**config.mk**
```make
export PLATFORM = sky130hd
export DESIGN_NAME = rxes_top
export DESIGN_NICKNAME = d
export VERILOG_FILES = /design/src/rxes_pkg.sv /design/src/rxes_top.sv
export SDC_FILE = /design/constraint.sdc
export NUM_CORES = 1
export LEC_CHECK = 0
export BUFFER_PORTS_ARGS = -buffer_cell sky130_fd_sc_hd__buf_2
export CAP_MARGIN = 40
export CORE_ASPECT_RATIO = 0.5
export CORE_UTILIZATION = 45
export CTS_CLUSTER_SIZE = 14
export DETAILED_ROUTE_END_ITERATION = 7
export PLACE_DENSITY_LB_ADDON = 0.08
export SETUP_SLACK_MARGIN = 0.4
export SYNTH_ARGS = -nofsm -noshare
export SYNTH_HDL_FRONTEND = slang
export SYNTH_SLANG_ARGS = --single-unit
```
**constraint.sdc**
```tcl
create_clock -name aclk -period 3.6 [get_ports aclk]
set_input_delay 0.36 -clock aclk [delete_from_list [all_inputs] [get_ports aclk]]
set_output_delay 0.36 -clock aclk [all_outputs]
set_load 0.03 [all_outputs]
```
**src/rxes_pkg.sv**
```systemverilog
`default_nettype none
package rxes_pkg;
  // Register index as printed; byte address is four times it
  localparam logic [7:0]  SEQ_CFG2_IDX     = 8'h37;
  localparam logic [11:0] SEQ_CFG2_ADDR    = 12'h0DC;
  localparam logic [11:0] STATUS_ADDR      = 12'h100;
  localparam logic [11:0] IRQ_EN_ADDR      = 12'h104;
  localparam logic [11:0] IRQ_CLR_ADDR     = 12'h108;
  localparam logic [11:0] CTRL_ADDR        = 12'h10C;
  localparam logic [7:0]  SEQ_CFG2_RESET   = 8'h00;
  localparam int          RX_SEL_HI        = 7;
  localparam int          RX_SEL_LO        = 5;
  localparam int          TO_SEL_HI        = 4;
  localparam int          TO_SEL_LO        = 3;
  localparam logic [2:0]  RX_SEL_UNUSED0   = 3'h0;
  localparam logic [2:0]  RX_SEL_PAYLOAD   = 3'h1;
  localparam logic [2:0]  RX_SEL_PAYLOAD_LP = 3'h2;
  localparam logic [2:0]  RX_SEL_CHECKSUM  = 3'h3;
  localparam logic [2:0]  RX_SEL_LEVEL     = 3'h4;
  localparam logic [2:0]  RX_SEL_SYNC      = 3'h5;
  localparam logic [2:0]  RX_SEL_PREAMBLE  = 3'h6;
  localparam logic [2:0]  RX_SEL_UNUSED7   = 3'h7;
  localparam logic [1:0]  TO_SEL_RESTART   = 2'h0;
  localparam logic [1:0]  TO_SEL_TRANSMIT  = 2'h1;
  localparam logic [1:0]  TO_SEL_LOWPOWER  = 2'h2;
  localparam logic [1:0]  TO_SEL_IDLE      = 2'h3;
  // Status bit positions
  localparam int          ST_EXIT          = 0;
  localparam int          ST_TIMEOUT       = 1;
  localparam int          ST_RESTART       = 2;
  localparam int          ST_WIDTH         = 3;
  localparam logic [1:0]  RESP_OKAY        = 2'h0;
  localparam logic [1:0]  RESP_SLVERR      = 2'h2;

  typedef enum logic [5:0] {
    RXES_ST_IDLE     = 6'b000001,
    RXES_ST_RECEIVE  = 6'b000010,
    RXES_ST_PKT_DONE = 6'b000100,
    RXES_ST_LOW_PWR  = 6'b001000,
    RXES_ST_TRANSMIT = 6'b010000,
    RXES_ST_SEQ_IDLE = 6'b100000
  } rxes_state_type;
endpackage
`default_nettype wire

```
**src/rxes_top.sv**
```systemverilog
// Overview of operation
// Bits 7..5 select how the sequencer leaves Receive.
// Receive-exit codes 000 and 111 have no exit event.
// Code 001: payload complete moves Receive to packet-done.
// Code 010: payload complete moves Receive to low-power choice.
// Code 011: checksum pass moves Receive to packet-done.
// Code 100: signal level moves Receive to sequencer-idle.
// Code 101: sync match moves Receive to sequencer-idle.
// Code 110: preamble seen moves Receive to sequencer-idle.
// Bits 4..3 steer timeout exit, and payload complete under 011.
// Timeout code 00: stay in Receive via receiver restart.
// Timeout code 01: go to Transmit.
// Timeout code 10: low-power choice; code 11: sequencer-idle.
// Receive timeout is any of level, preamble or sync wait timeouts.
// Receive holds until selected event or receive timeout.
//
// Chosen here: the AXI4-Lite register port.
`default_nettype none
module rxes_top
  import rxes_pkg::*;
(
  // Clock and reset
  input  wire logic        aclk,
  input  wire logic        aresetn,
  // AXI4-Lite write
  input  wire logic [11:0] s_axi_awaddr,
  input  wire logic        s_axi_awvalid,
  output logic             s_axi_awready,
  input  wire logic [31:0] s_axi_wdata,
  input  wire logic [3:0]  s_axi_wstrb,
  input  wire logic        s_axi_wvalid,
  output logic             s_axi_wready,
  output logic [1:0]       s_axi_bresp,
  output logic             s_axi_bvalid,
  input  wire logic        s_axi_bready,
  // AXI4-Lite read
  input  wire logic [11:0] s_axi_araddr,
  input  wire logic        s_axi_arvalid,
  output logic             s_axi_arready,
  output logic [31:0]      s_axi_rdata,
  output logic [1:0]       s_axi_rresp,
  output logic             s_axi_rvalid,
  input  wire logic        s_axi_rready,
  // Receive events, one-cycle pulses from same-clock logic
  input  wire logic        payload_complete_flag,
  input  wire logic        checksum_pass_flag,
  input  wire logic        level_flag,
  input  wire logic        sync_match_flag,
  input  wire logic        preamble_seen_flag,
  input  wire logic        level_wait_timeout,
  input  wire logic        preamble_wait_timeout,
  input  wire logic        sync_wait_timeout,
  // Sequencer view
  output logic [5:0]       seq_state,
  output logic             receive_timeout_flag,
  output logic             receiver_restart,
  output logic             irq
);

  logic [7:0]          cfg_reg;
  logic                start_reg;
  logic                stop_reg;
  logic [ST_WIDTH-1:0] status_reg;
  logic [ST_WIDTH-1:0] irq_en_reg;
  rxes_state_type      state_reg;
  rxes_state_type      state_next;
  logic                restart_reg;
  logic                timeout_reg;
  logic [2:0]          rx_exit_select;
  logic [1:0]          timeout_exit_select;
  logic                rx_timeout;
  logic                exit_event;
  logic                to_event;
  logic                restart_now;
  logic                aw_held;
  logic                w_held;
  logic [11:0]         aw_addr_reg;
  logic [31:0]         w_data_reg;
  logic [3:0]          w_strb_reg;
  logic                wr_go;
  logic                rd_go;
  logic [31:0]         rd_word;
  logic                rd_hit;
  logic                wr_hit;
  logic [ST_WIDTH-1:0] status_set;
  logic                status_clr;

  assign rx_exit_select      = cfg_reg[RX_SEL_HI:RX_SEL_LO];
  assign timeout_exit_select = cfg_reg[TO_SEL_HI:TO_SEL_LO];

  assign rx_timeout = level_wait_timeout | preamble_wait_timeout | sync_wait_timeout;

  // Exit event chosen by the receive-exit field
  always_comb
  begin
    exit_event = 1'b0;
    to_event   = rx_timeout;
    unique case (rx_exit_select)
      RX_SEL_PAYLOAD:    exit_event = payload_complete_flag;
      RX_SEL_PAYLOAD_LP: exit_event = payload_complete_flag;
      RX_SEL_CHECKSUM:
      begin
        exit_event = checksum_pass_flag;
        to_event   = rx_timeout | (payload_complete_flag & ~checksum_pass_flag);
      end
      RX_SEL_LEVEL:      exit_event = level_flag;
      RX_SEL_SYNC:       exit_event = sync_match_flag;
      RX_SEL_PREAMBLE:   exit_event = preamble_seen_flag;
      RX_SEL_UNUSED0,
      RX_SEL_UNUSED7:    exit_event = 1'b0;
    endcase
  end

  // Next state; the selected event beats a timeout arriving in the same cycle
  always_comb
  begin
    state_next  = state_reg;
    restart_now = 1'b0;
    unique case (state_reg)
      RXES_ST_IDLE:
        if (start_reg)
          state_next = RXES_ST_RECEIVE;
      RXES_ST_RECEIVE:
        if (stop_reg)
          state_next = RXES_ST_IDLE;
        else if (exit_event)
        begin
          unique case (rx_exit_select)
            RX_SEL_PAYLOAD,
            RX_SEL_CHECKSUM:   state_next = RXES_ST_PKT_DONE;
            RX_SEL_PAYLOAD_LP: state_next = RXES_ST_LOW_PWR;
            default:           state_next = RXES_ST_SEQ_IDLE;
          endcase
        end
        else if (to_event)
        begin
          unique case (timeout_exit_select)
            TO_SEL_RESTART:  restart_now = 1'b1;
            TO_SEL_TRANSMIT: state_next = RXES_ST_TRANSMIT;
            TO_SEL_LOWPOWER: state_next = RXES_ST_LOW_PWR;
            TO_SEL_IDLE:     state_next = RXES_ST_SEQ_IDLE;
          endcase
        end
      RXES_ST_PKT_DONE,
      RXES_ST_LOW_PWR,
      RXES_ST_TRANSMIT,
      RXES_ST_SEQ_IDLE:
        if (stop_reg)
          state_next = RXES_ST_IDLE;
      default:
        state_next = RXES_ST_IDLE;
    endcase
  end

  // Receive otherwise holds until an exit or timeout
  always_ff @(posedge aclk)
  begin
    if (!aresetn)
      state_reg <= RXES_ST_IDLE;
    else
      state_reg <= state_next;
  end

  // Restart pulse, one cycle after a timeout handled in place
  always_ff @(posedge aclk)
  begin
    if (!aresetn)
      restart_reg <= 1'b0;
    else
      restart_reg <= restart_now;
  end

  // Timeout pulse is flagged even when an exit event wins the same cycle
  always_ff @(posedge aclk)
  begin
    if (!aresetn)
      timeout_reg <= 1'b0;
    else
      timeout_reg <= (state_reg == RXES_ST_RECEIVE) & rx_timeout;
  end

  assign seq_state            = state_reg;
  assign receiver_restart     = restart_reg;
  assign receive_timeout_flag = timeout_reg;

  // AXI4-Lite write channel: address and data taken in either order
  assign s_axi_awready = ~aw_held & ~s_axi_bvalid;
  assign s_axi_wready  = ~w_held & ~s_axi_bvalid;
  assign wr_go         = aw_held & w_held & ~s_axi_bvalid;
  assign wr_hit        = (aw_addr_reg == SEQ_CFG2_ADDR) | (aw_addr_reg == IRQ_EN_ADDR)
                       | (aw_addr_reg == IRQ_CLR_ADDR) | (aw_addr_reg == CTRL_ADDR);

  // Write address capture; ready stays low while held, so no overwrite
  always_ff @(posedge aclk)
  begin
    if (!aresetn)
    begin
      aw_held     <= 1'b0;
      aw_addr_reg <= 12'h000;
    end
    else if (wr_go)
      aw_held <= 1'b0;
    else if (s_axi_awvalid && s_axi_awready)
    begin
      aw_held     <= 1'b1;
      aw_addr_reg <= {s_axi_awaddr[11:2], 2'b00};
    end
  end

  // Write data capture
  always_ff @(posedge aclk)
  begin
    if (!aresetn)
    begin
      w_held     <= 1'b0;
      w_data_reg <= 32'h0000_0000;
      w_strb_reg <= 4'h0;
    end
    else if (wr_go)
      w_held <= 1'b0;
    else if (s_axi_wvalid && s_axi_wready)
    begin
      w_held     <= 1'b1;
      w_data_reg <= s_axi_wdata;
      w_strb_reg <= s_axi_wstrb;
    end
  end

  // Write response; stands until the master takes it
  always_ff @(posedge aclk)
  begin
    if (!aresetn)
    begin
      s_axi_bvalid <= 1'b0;
      s_axi_bresp  <= RESP_OKAY;
    end
    else if (wr_go)
    begin
      s_axi_bvalid <= 1'b1;
      s_axi_bresp  <= wr_hit ? RESP_OKAY : RESP_SLVERR;
    end
    else if (s_axi_bvalid && s_axi_bready)
      s_axi_bvalid <= 1'b0;
  end

  // Configuration and control registers
  always_ff @(posedge aclk)
  begin
    if (!aresetn)
    begin
      cfg_reg    <= SEQ_CFG2_RESET;
      irq_en_reg <= '0;
    end
    else if (wr_go && w_strb_reg[0])
    begin
      if (aw_addr_reg == SEQ_CFG2_ADDR)
        cfg_reg <= w_data_reg[7:0];
      if (aw_addr_reg == IRQ_EN_ADDR)
        irq_en_reg <= w_data_reg[ST_WIDTH-1:0];
    end
  end

  // Start and stop are one-cycle strobes, so a later write cannot replay them
  always_ff @(posedge aclk)
  begin
    if (!aresetn)
    begin
      start_reg <= 1'b0;
      stop_reg  <= 1'b0;
    end
    else if (wr_go && w_strb_reg[0] && aw_addr_reg == CTRL_ADDR)
    begin
      start_reg <= w_data_reg[0];
      stop_reg  <= w_data_reg[1];
    end
    else
    begin
      start_reg <= 1'b0;
      stop_reg  <= 1'b0;
    end
  end

  // Status events; an exit overridden by stop is not reported
  assign status_set = {restart_now,
                       (state_reg == RXES_ST_RECEIVE) & rx_timeout,
                       (state_reg == RXES_ST_RECEIVE) & exit_event & ~stop_reg};
  assign status_clr = wr_go & w_strb_reg[0] & (aw_addr_reg == IRQ_CLR_ADDR);

  // Sticky status; a new event wins over a clear in the same cycle
  always_ff @(posedge aclk)
  begin
    if (!aresetn)
      status_reg <= '0;
    else if (status_clr)
      status_reg <= (status_reg & ~w_data_reg[ST_WIDTH-1:0]) | status_set;
    else
      status_reg <= status_reg | status_set;
  end

  assign irq = |(status_reg & irq_en_reg);

  // AXI4-Lite read channel
  assign s_axi_arready = ~s_axi_rvalid;
  assign rd_go         = s_axi_arvalid & s_axi_arready;

  always_comb
  begin
    rd_word = 32'h0000_0000;
    rd_hit  = 1'b1;
    unique case ({s_axi_araddr[11:2], 2'b00})
      SEQ_CFG2_ADDR: rd_word = {24'h000000, cfg_reg};
      STATUS_ADDR:   rd_word = {29'h0000_0000, status_reg};
      IRQ_EN_ADDR:   rd_word = {29'h0000_0000, irq_en_reg};
      IRQ_CLR_ADDR:  rd_word = 32'h0000_0000;
      CTRL_ADDR:     rd_word = {26'h000_0000, state_reg};
      default:       rd_hit  = 1'b0;
    endcase
  end

  always_ff @(posedge aclk)
  begin
    if (!aresetn)
      s_axi_rvalid <= 1'b0;
    else if (rd_go)
      s_axi_rvalid <= 1'b1;
    else if (s_axi_rready)
      s_axi_rvalid <= 1'b0;
  end

  // Data load only on acceptance, so it stands until the master takes it
  always_ff @(posedge aclk)
  begin
    if (!aresetn)
    begin
      s_axi_rdata <= 32'h0000_0000;
      s_axi_rresp <= RESP_OKAY;
    end
    else if (rd_go)
    begin
      s_axi_rdata <= rd_word;
      s_axi_rresp <= rd_hit ? RESP_OKAY : RESP_SLVERR;
    end
  end

endmodule
`default_nettype wire

```
==> flow_summary.yaml, run 1 <==
floorplanning:
  ioPinCount: 125
  die_h_um: 58.15
  coreArea_sq_um: 6081
  initial_core_util_pct: 46.67
  num_rows: 20
  die_x_um: 114.3
  die-area_sq_um: 6647
setup_path:
  cp-end-kind: "flop"
  critPathRequiredTime_ns: 3.86
  crit_slowest_cell: "or4b_4"
  cp.arrival_ns: 2.25
  startpoint_type: "flop"
  cp_cell_sequence: "mux2_4 -> a211oi_4 -> nand2_2 -> or4b_4 -> o22ai_2"
  crit_fanout: 8
  crit_type: "flop to flop"
  cpPeakStageDelay_ns: 0.53
placement:
  io_buffers: 67
  gp_congestion: 0.8077
  hpwl_um: 4486
  dp_worst_setup_slack_ns: 1.515
global_routing:
  grt_first_pass_wirelength_um: 10140
  antenna_found_initial: 0
  grt_start_max_net_pins: 57
  top_usage_layer: "met2"
  grt_pass1_vias: 2182
  grtUsageMet2_pct: 32.38
  overflow: 0
  track_usage_pct: 20.36
  grtUsageMet1_pct: 25.23
  grt_util_met3_pct: 7.741
power_and_ir_drop:
  vdd_ir_drop_max_mv: 0.2098
  p_leak_uw: 0.001531
  p_per_area_nw_per_um2: 502.2
sta:
  max_freq_mhz: 502.2
  finalSetupViolations: 0
  setup_ws_ns: 1.609
  tightestPinTransition_ns: 0.7982
  rsz0062_at_grt: "false"
  hold_violations: 0
  slew_viol_final: 0
  slew_headroom_pct: 46.11
  clock-skew-final_ns: 0.006386
  tns_ns: 0
  min_period_ns: 1.991
  finalCritPeriodShare_pct: 55.31
yosys:
  synth_cells: 316
  ys_ff_latch: 57
  synth_edf_count: 0
  ys_warn_count: 0
  avgSynthCellArea_sq_um: 8.980
  syn-cell-area_sq_um: 2838
  synth_flop_cell: "dfxtp_1"
  ys_seq_area_share_pct: 40.21
  ys_types: 59
  synth_area_leaders: "dfxtp_1 40%, nand2_1 7.4%, buf_4 6.9%"
  synthArstFlopShare_pct: 0
  yosysTopAreaCell: "dfxtp_1"
  synth.top_cell.area_share_pct: 40.21
final_layout:
  layout_commonest_cell: "buf_2"
  antenna_cells: 0
  area_growth_pct: 22.22
  final_cell_mix: "67 x buf_2, 57 x dfxtp_1, 56 x nand2_1, 26 x conb_1, 23 x a21boi_0"
  final_nets: 457
  largest_reg_flops: 10
  drive_above_1_share_pct: 25.58
worst_hold_path:
  hold_class: "primary input to flop"
detailed_routing:
  wirelength_um: 6056
  first_pass_iters: 6
  viasPerCell: 4.931
  drtIter0Drc: 124
  vias: 2342
  routedWlPerCell_um: 12.75
  ant_nets: 0
  drc: 1
clock_tree:
  insertion_delay_ns: 0.32
  cts-resized-gates: 0
  clk_path_buf_depth: 2
  clock_sinks: 57
  clk_pin_slew_ns: 0.05
  cts_tree: "yes"
  holdBufCountCts: 0
  post_cts_buffers: 0
  htreeDepth: 3
  cts_buffers: 9
  root_buffer: "clkbuf_16"
run_status:
  violations: "design-rule violations"
  status: "finished, violations left"
flow_run:
  maxCapViolCount: 0
## final cells by class
class,count,area (sq um)
fillers,550,2613
multi-input cells,239,1516
flip-flops and latches,57,1141
repair buffers,68,342.8
clock buffers,12,256.5
well taps,88,110.1
clock inverters,4,75.07
inverters,7,26.28
## cells in the mapped netlist (2+ instances only)
library cell,instances
buf_4,26
and3_1,3
o21a_1,3
mux2i_1,13
a32o_1,3
or4b_1,2
nor3_1,3
nor4_1,2
nor2_1,11
a22o_1,3
a2bb2oi_1,3
clkbuf_1,11
a22oi_1,6
nand3b_1,2
a21boi_0,23
mux2_2,3
nand2_1,56
inv_1,7
and2_1,5
nor2b_1,19
nand3_1,9
o21ai_0,8
o211a_1,2
dfxtp_1,57
o2111ai_1,2
## report_power, final
part | internal [uW] | leakage, uW | total [uW] | switching (uW)
combinational | 46.8 | 0.000913 | 150 | 103
sequential | 652 | 0.000463 | 666 | 14.9
clock | 642 | 0.000155 | 925 | 283
total | 1340 | 0.00153 | 1740 | 401
## critical path, delay by kind of cell (launching register included)
| kind | cells | cell delay [ns] |
|---|---|---|
| compound gates | 2 | 0.42 |
| flops | 1 | 0.51 |
| mux | 1 | 0.36 |
| simple gates | 2 | 0.63 |
## metrics by stage
step	util [%]	hold WS (ns)	power (uW)	area [sq um]	cells
2_1_floorplan	-	0.4428	804.3	2932	341
3_3_place_gp	51.58	0.4510	825.3	3137	459
3_5_place_dp	51.58	0.4588	829.3	3137	459
4_1_cts	57.04	0.2694	1759	3468	475
5_1_grt	57.04	0.2755	1810	3468	475
6_report	57.04	0.2820	1742	3468	475
## worst paths after layout
| kind | end | start | slack, ns | cells after the start |
|---|---|---|---|---|
| worst max register to register | seq_state[4] | cfg_reg[6] | 1.61 | 5 |
| worst max-delay path | seq_state[4] | cfg_reg[6] | 1.61 | 5 |
| worst min register to register | s_axi_rdata[7] | s_axi_rdata[7] | 0.46 | 2 |
| worst min-delay path | s_axi_rvalid | s_axi_arvalid | 0.28 | 2 |
## routing by layer
layer / vias to the layer above / wire length, um
li1: 1204 / -
met1: 1045 / 2935
met2: 82 / 2652
met3: 11 / 361
met4: 0 / 106
met5: - / 0
## cells by family (layout without fill, tap and decap cells)
| logic type | count (synthesis) | count (layout) | share of synthesized area (%) |
|---|---|---|---|
| compound gates | 67 | 67 | 19.36 |
| xor+xnor | 1 | 1 | 0.3087 |
| buf+inv | 45 | 91 | 9.656 |
| simple gates | 128 | 128 | 24.03 |
| mux | 17 | 17 | 6.305 |
| other cells | 1 | 26 | 0.1321 |
| flops | 57 | 57 | 40.21 |
Note: power is estimated with default switching activity, not from simulation.
==> run 2, diff against run 1 <==
- clock period: 3.6 -> 1.91 ns (I/O delays scaled with it)
==> run 2 against run 1 <==
  * The flow now finishes without violations
  * Clock skew is essentially flat
  * Worst setup slack lost 1.5 ns
  * Fmax grew 13%
  * Sequential power grew 89%
  * Die area is the same
  * Clock-buffer cell count shrank 1
  * Cell count grew 4.0%
==> flow_summary.yaml, run 2 (synthesis results as in run 1) <==
sta:
  hold_violations: 0
  tns_ns: 0
  slew_viol_final: 0
  rsz0062_at_grt: "true"
  finalSetupViolations: 0
  setup_ws_ns: 0.1426
  clock-skew-final_ns: 0.006607
  finalCritPeriodShare_pct: 92.53
  max_freq_mhz: 565.8
  min_period_ns: 1.767
run_status:
  status: "completed"
floorplanning:
  die_x_um: 114.3
  num_rows: 20
  die_h_um: 58.15
  coreArea_sq_um: 6081
  die-area_sq_um: 6647
  initial_core_util_pct: 46.67
  ioPinCount: 125
detailed_routing:
  first_pass_iters: 4
  wirelength_um: 6600
  drc: 0
  wl_met3_um: 389
  vias: 2474
  met1_length_um: 3091
  top_layer: "met4"
  viasPerCell: 5.008
  met2_length_um: 3053
  drtIter0Drc: 119
  ant_nets: 0
  routedWlPerCell_um: 13.36
clock_tree:
  clk_pin_slew_ns: 0.05
  cts_buffers: 9
  clock_sinks: 57
  insertion_delay_ns: 0.32
  cts_tree: "yes"
  clk_path_buf_depth: 2
  holdBufCountCts: 0
  root_buffer: "clkbuf_16"
  htreeDepth: 3
flow_run:
  maxCapViolCount: 0
setup_path:
  crit_slowest_cell: "or4b_4"
  path_buf_inv: 0
  cp_cell_sequence: "mux2_4 -> a211oi_4 -> nand2_2 -> or4b_4 -> o22ai_2"
  cp.arrival_ns: 2.01
  crit_fanout: 5
  cp_top_family: "simple AND/OR/NAND/NOR gates"
  cpPeakStageDelay_ns: 0.52
  critPathRequiredTime_ns: 2.15
  startpoint_type: "flop"
  cp-end-kind: "flop"
  crit_type: "flop to flop"
global_routing:
  overflow: 0
  grt_start_max_net_pins: 56
  grt_first_pass_wirelength_um: 10550
  grt_pass1_vias: 2254
  antenna_found_initial: 0
  track_usage_pct: 21.05
final_layout:
  layout_commonest_cell: "buf_2"
  largest_reg_flops: 10
  final_nets: 476
  final_cell_mix: "66 x buf_2, 54 x nand2_1, 47 x dfxtp_1, 26 x conb_1, 23 x a21boi_0"
  area_growth_pct: 33.91
  antenna_cells: 0
  drive_above_1_share_pct: 37.93
placement:
  gp_congestion: 0.8222
  io_buffers: 67
  dp_worst_setup_slack_ns: 0.06721
  hpwl_um: 4495
worst_hold_path:
  hold_class: "primary input to flop"
power_and_ir_drop:
  vdd_ir_drop_max_mv: 0.3623
  p_leak_uw: 0.001680
  p_per_area_nw_per_um2: 858.1
==> run 2: changes by cell type in the layout (fill, tap and decap cells not counted), moves of 3 or more <==
| cell | before | now |
|---|---|---|
| buf_6 | 0 | 5 |
| nor2_2 | 0 | 4 |
| dfxtp_1 | 57 | 47 |
| nor2_1 | 11 | 7 |
| buf_4 | 1 | 14 |
| nand3_1 | 9 | 6 |
| dfxtp_2 | 0 | 8 |
==> run 2: report_power, final <==
group	switching, uW	internal (uW)	leakage, uW	total (uW)
combinational	205	99.9	0.00105	304
sequential	32.9	1230	0.000468	1260
clock	524	1170	0.000159	1700
total	762	2500	0.00168	3260
==> run 2: metal layers <==
metal / vias up / GRT usage (%)
li1: 1235 / -
met1: 1143 / 25.88
met2: 88 / 35.15
met3: 8 / 7.950
met4: 0 / 5.566
met5: - / 0
==> run 2: per-stage QoR <==
stage,util [%],std cells,hold WS (ns),power [uW],cell area (sq um)
4_1_cts,60.58,490,0.1003,3280,3684
6_report,62.49,494,0.1057,3261,3800
5_1_grt,62.49,494,0.1250,3380,3800
3_5_place_dp,52.94,462,0.4511,1571,3219
3_3_place_gp,52.94,462,0.4401,1563,3219
2_1_floorplan,-,341,0.3288,1522,2994
==> run 2: worst paths after layout <==
check,startpoint,to,slack (ns),cells past startpoint
max,cfg_reg[6],seq_state[4],0.14,5
min,s_axi_awaddr[4],aw_addr_reg[4],0.11,3
max reg2reg,cfg_reg[6],seq_state[4],0.14,5
min reg2reg,s_axi_rdata[7],s_axi_rdata[7],0.46,2
==> run 2: what timing repair did <==
item / CTS / global route
pin swaps: 11 / 11
resized for setup: 13 / 21
endpoints found under the setup margin: 20 / 25
buffers inserted: 12 / 4
==> run 2: cell type report <==
cell class | count | area, sq um
fillers | 550 | 2281
multi-input cells | 239 | 1657
flip-flops and latches | 57 | 1159
repair buffers | 87 | 526.8
clock buffers | 11 | 242.7
well taps | 88 | 110.1
clock inverters | 5 | 78.83
inverters | 7 | 26.28
==> run 2: worst reg2reg max path, delay by kind of cell, from the launching register on <==
kind	cells	cell delay (ns)
AOI/OAI and AO/OA	2	0.40
DFF	1	0.37
and+or+nand+nor	2	0.60
muxes	1	0.32
==> run 3, diff against run 2 <==
--- a/constraint.sdc
+++ b/constraint.sdc
@@ -3,2 +3,2 @@
 set_output_delay 0.191 -clock aclk [all_outputs]
-set_load 0.03 [all_outputs]
+set_load 0.01 [all_outputs]
==> run 3 against run 2 <==
  * Fmax fell by 1.3%
  * Combinational power fell by 19%
  * Critical path depth did not move
  * Largest cell class unchanged
  * Die area did not move
  * Critical endpoint unchanged
  * Critical path type unchanged
==> flow_summary.yaml, run 3 (synthesis results as in run 1) <==
run_status:
  status: "completed"
clock_tree:
  cts_buffers: 9
  clock_sinks: 57
  cts_tree: "yes"
  clk_path_buf_depth: 2
  insertion_delay_ns: 0.33
  root_buffer: "clkbuf_16"
  htreeDepth: 3
  clk_pin_slew_ns: 0.05
sta:
  finalCritPeriodShare_pct: 93.74
  clock-skew-final_ns: 0.008275
  slew_viol_final: 0
  rsz0062_at_grt: "true"
  finalSetupViolations: 0
  max_freq_mhz: 558.5
  min_period_ns: 1.790
  whs_ns: 0.1135
  hold_violations: 0
  tns_ns: 0
setup_path:
  crit_end: "seq_state[4]"
  crit_type: "flop to flop"
  startpoint_type: "flop"
  cpPeakStageDelay_ns: 0.52
  cp_cell_sequence: "mux2_4 -> a211oi_4 -> nand2_2 -> or4b_4 -> o22ai_2"
  cp-end-kind: "flop"
  crit_slowest_cell: "or4b_4"
  path_buf_inv: 0
  cp_top_family: "simple AND/OR/NAND/NOR gates"
  crit_fanout: 5
  rrSetupSlack_ns: 0.12
  worstSetupStartpoint: "cfg_reg[6]"
  critPathRequiredTime_ns: 2.15
  reg2reg_from: "cfg_reg[6]"
  worst_r2r_endpoint: "seq_state[4]"
  worst-path-stages: 5
  ff2ff_path_depth: 5
  cp.arrival_ns: 2.03
final_layout:
  fillers: 520
  largest_reg_flops: 10
  final_nets: 481
  final_cell_mix: "67 x buf_2, 54 x nand2_1, 46 x dfxtp_1, 26 x conb_1, 23 x a21boi_0"
  antenna_cells: 0
  layout_commonest_cell: "buf_2"
  area_growth_pct: 33.91
  multiInputGateArea_sq_um: 1638
  drive_above_1_share_pct: 37.71
  regArea_sq_um: 1160
power_and_ir_drop:
  p_leak_uw: 0.001664
  vdd_ir_drop_max_mv: 0.4772
  p_per_area_nw_per_um2: 830.1
global_routing:
  grt_pass1_vias: 2202
  antenna_found_initial: 0
  track_usage_pct: 20.32
  grt_start_max_net_pins: 56
  grt_first_pass_wirelength_um: 10240
  overflow: 0
detailed_routing:
  wirelength_um: 6630
  met2_length_um: 3072
  wl_met3_um: 336
  top_layer: "met4"
  vias: 2451
  drc: 0
  viasPerCell: 4.912
  ant_nets: 0
  drtIter0Drc: 134
  met1_length_um: 3156
  routedWlPerCell_um: 13.29
  first_pass_iters: 4
placement:
  hpwl_um: 4532
  io_buffers: 67
  gp_congestion: 0.8190
flow_run:
  maxCapViolCount: 0
floorplanning:
  die_h_um: 58.15
  die-area_sq_um: 6647
  ioPinCount: 125
  coreArea_sq_um: 6081
  initial_core_util_pct: 46.67
  num_rows: 20
  die_x_um: 114.3
worst_hold_path:
  hold_class: "primary input to flop"
-- run 3: through the flow --
stage | power, uW | util (%) | setup slack, ns | cells | cell area, sq um
after global placement | 1499 | 53.05 | 0.09211 | 466 | 3226
after CTS | 3171 | 60.27 | 0.1092 | 492 | 3665
after global routing | 3273 | 62.49 | 0.08290 | 499 | 3800
final | 3154 | 62.49 | 0.1196 | 499 | 3800
after detailed placement | 1506 | 53.05 | 0.07439 | 466 | 3226
after floorplan | 1455 | - | 0.1659 | 341 | 2970
-- run 3: worst min path at each step --
stage | from | endpoint | cells past startpoint
5_1_grt | s_axi_awaddr[10] | aw_addr_reg[10] | 3
2_1_floorplan | s_axi_awaddr[7] | aw_addr_reg[7] | 2
3_3_place_gp | s_axi_awaddr[7] | aw_addr_reg[7] | 3
4_1_cts | s_axi_awaddr[7] | aw_addr_reg[7] | 3
3_5_place_dp | s_axi_arvalid | s_axi_rvalid | 2
6_report | s_axi_awaddr[9] | aw_addr_reg[9] | 3
-- run 3: worst register-to-register path: stages (launching register included) --
cell and delay [ns]:
dfxtp_4 0.38, mux2_4 0.32, a211oi_4 0.26, nand2_2 0.08, or4b_4 0.52, o22ai_2 0.15
-- run 3: area by class of cell --
cell class	count	area share, %
clock buffer	12	7.014
tap	88	2.898
timing repair buffer	92	14.46
inverter	7	0.6915
sequential	57	30.52
clock inverter	4	1.317
multi-input combinational	239	43.10
-- run 3: where the power goes --
part,leakage (uW),switching (uW),internal [uW]
registers,0.000469,32.0,1230
clock network,0.000151,539,1110
logic,0.00104,143,102
total,0.00166,714,2440
-- run 3: layer usage --
metal  up-vias  global-route usage (%)
met5         -                       0
met4         0                   7.236
met3         8                   6.172
met2        75                   34.11
met1      1123                   25.08
li1       1245                       -
-- run 3: repair_timing --
item / CTS / global route
pin swaps: 8 / 11
hold buffers: 0 / 0
setup buffers: 10 / 7
endpoints found under the setup margin: 12 / 24
resized for setup: 9 / 25
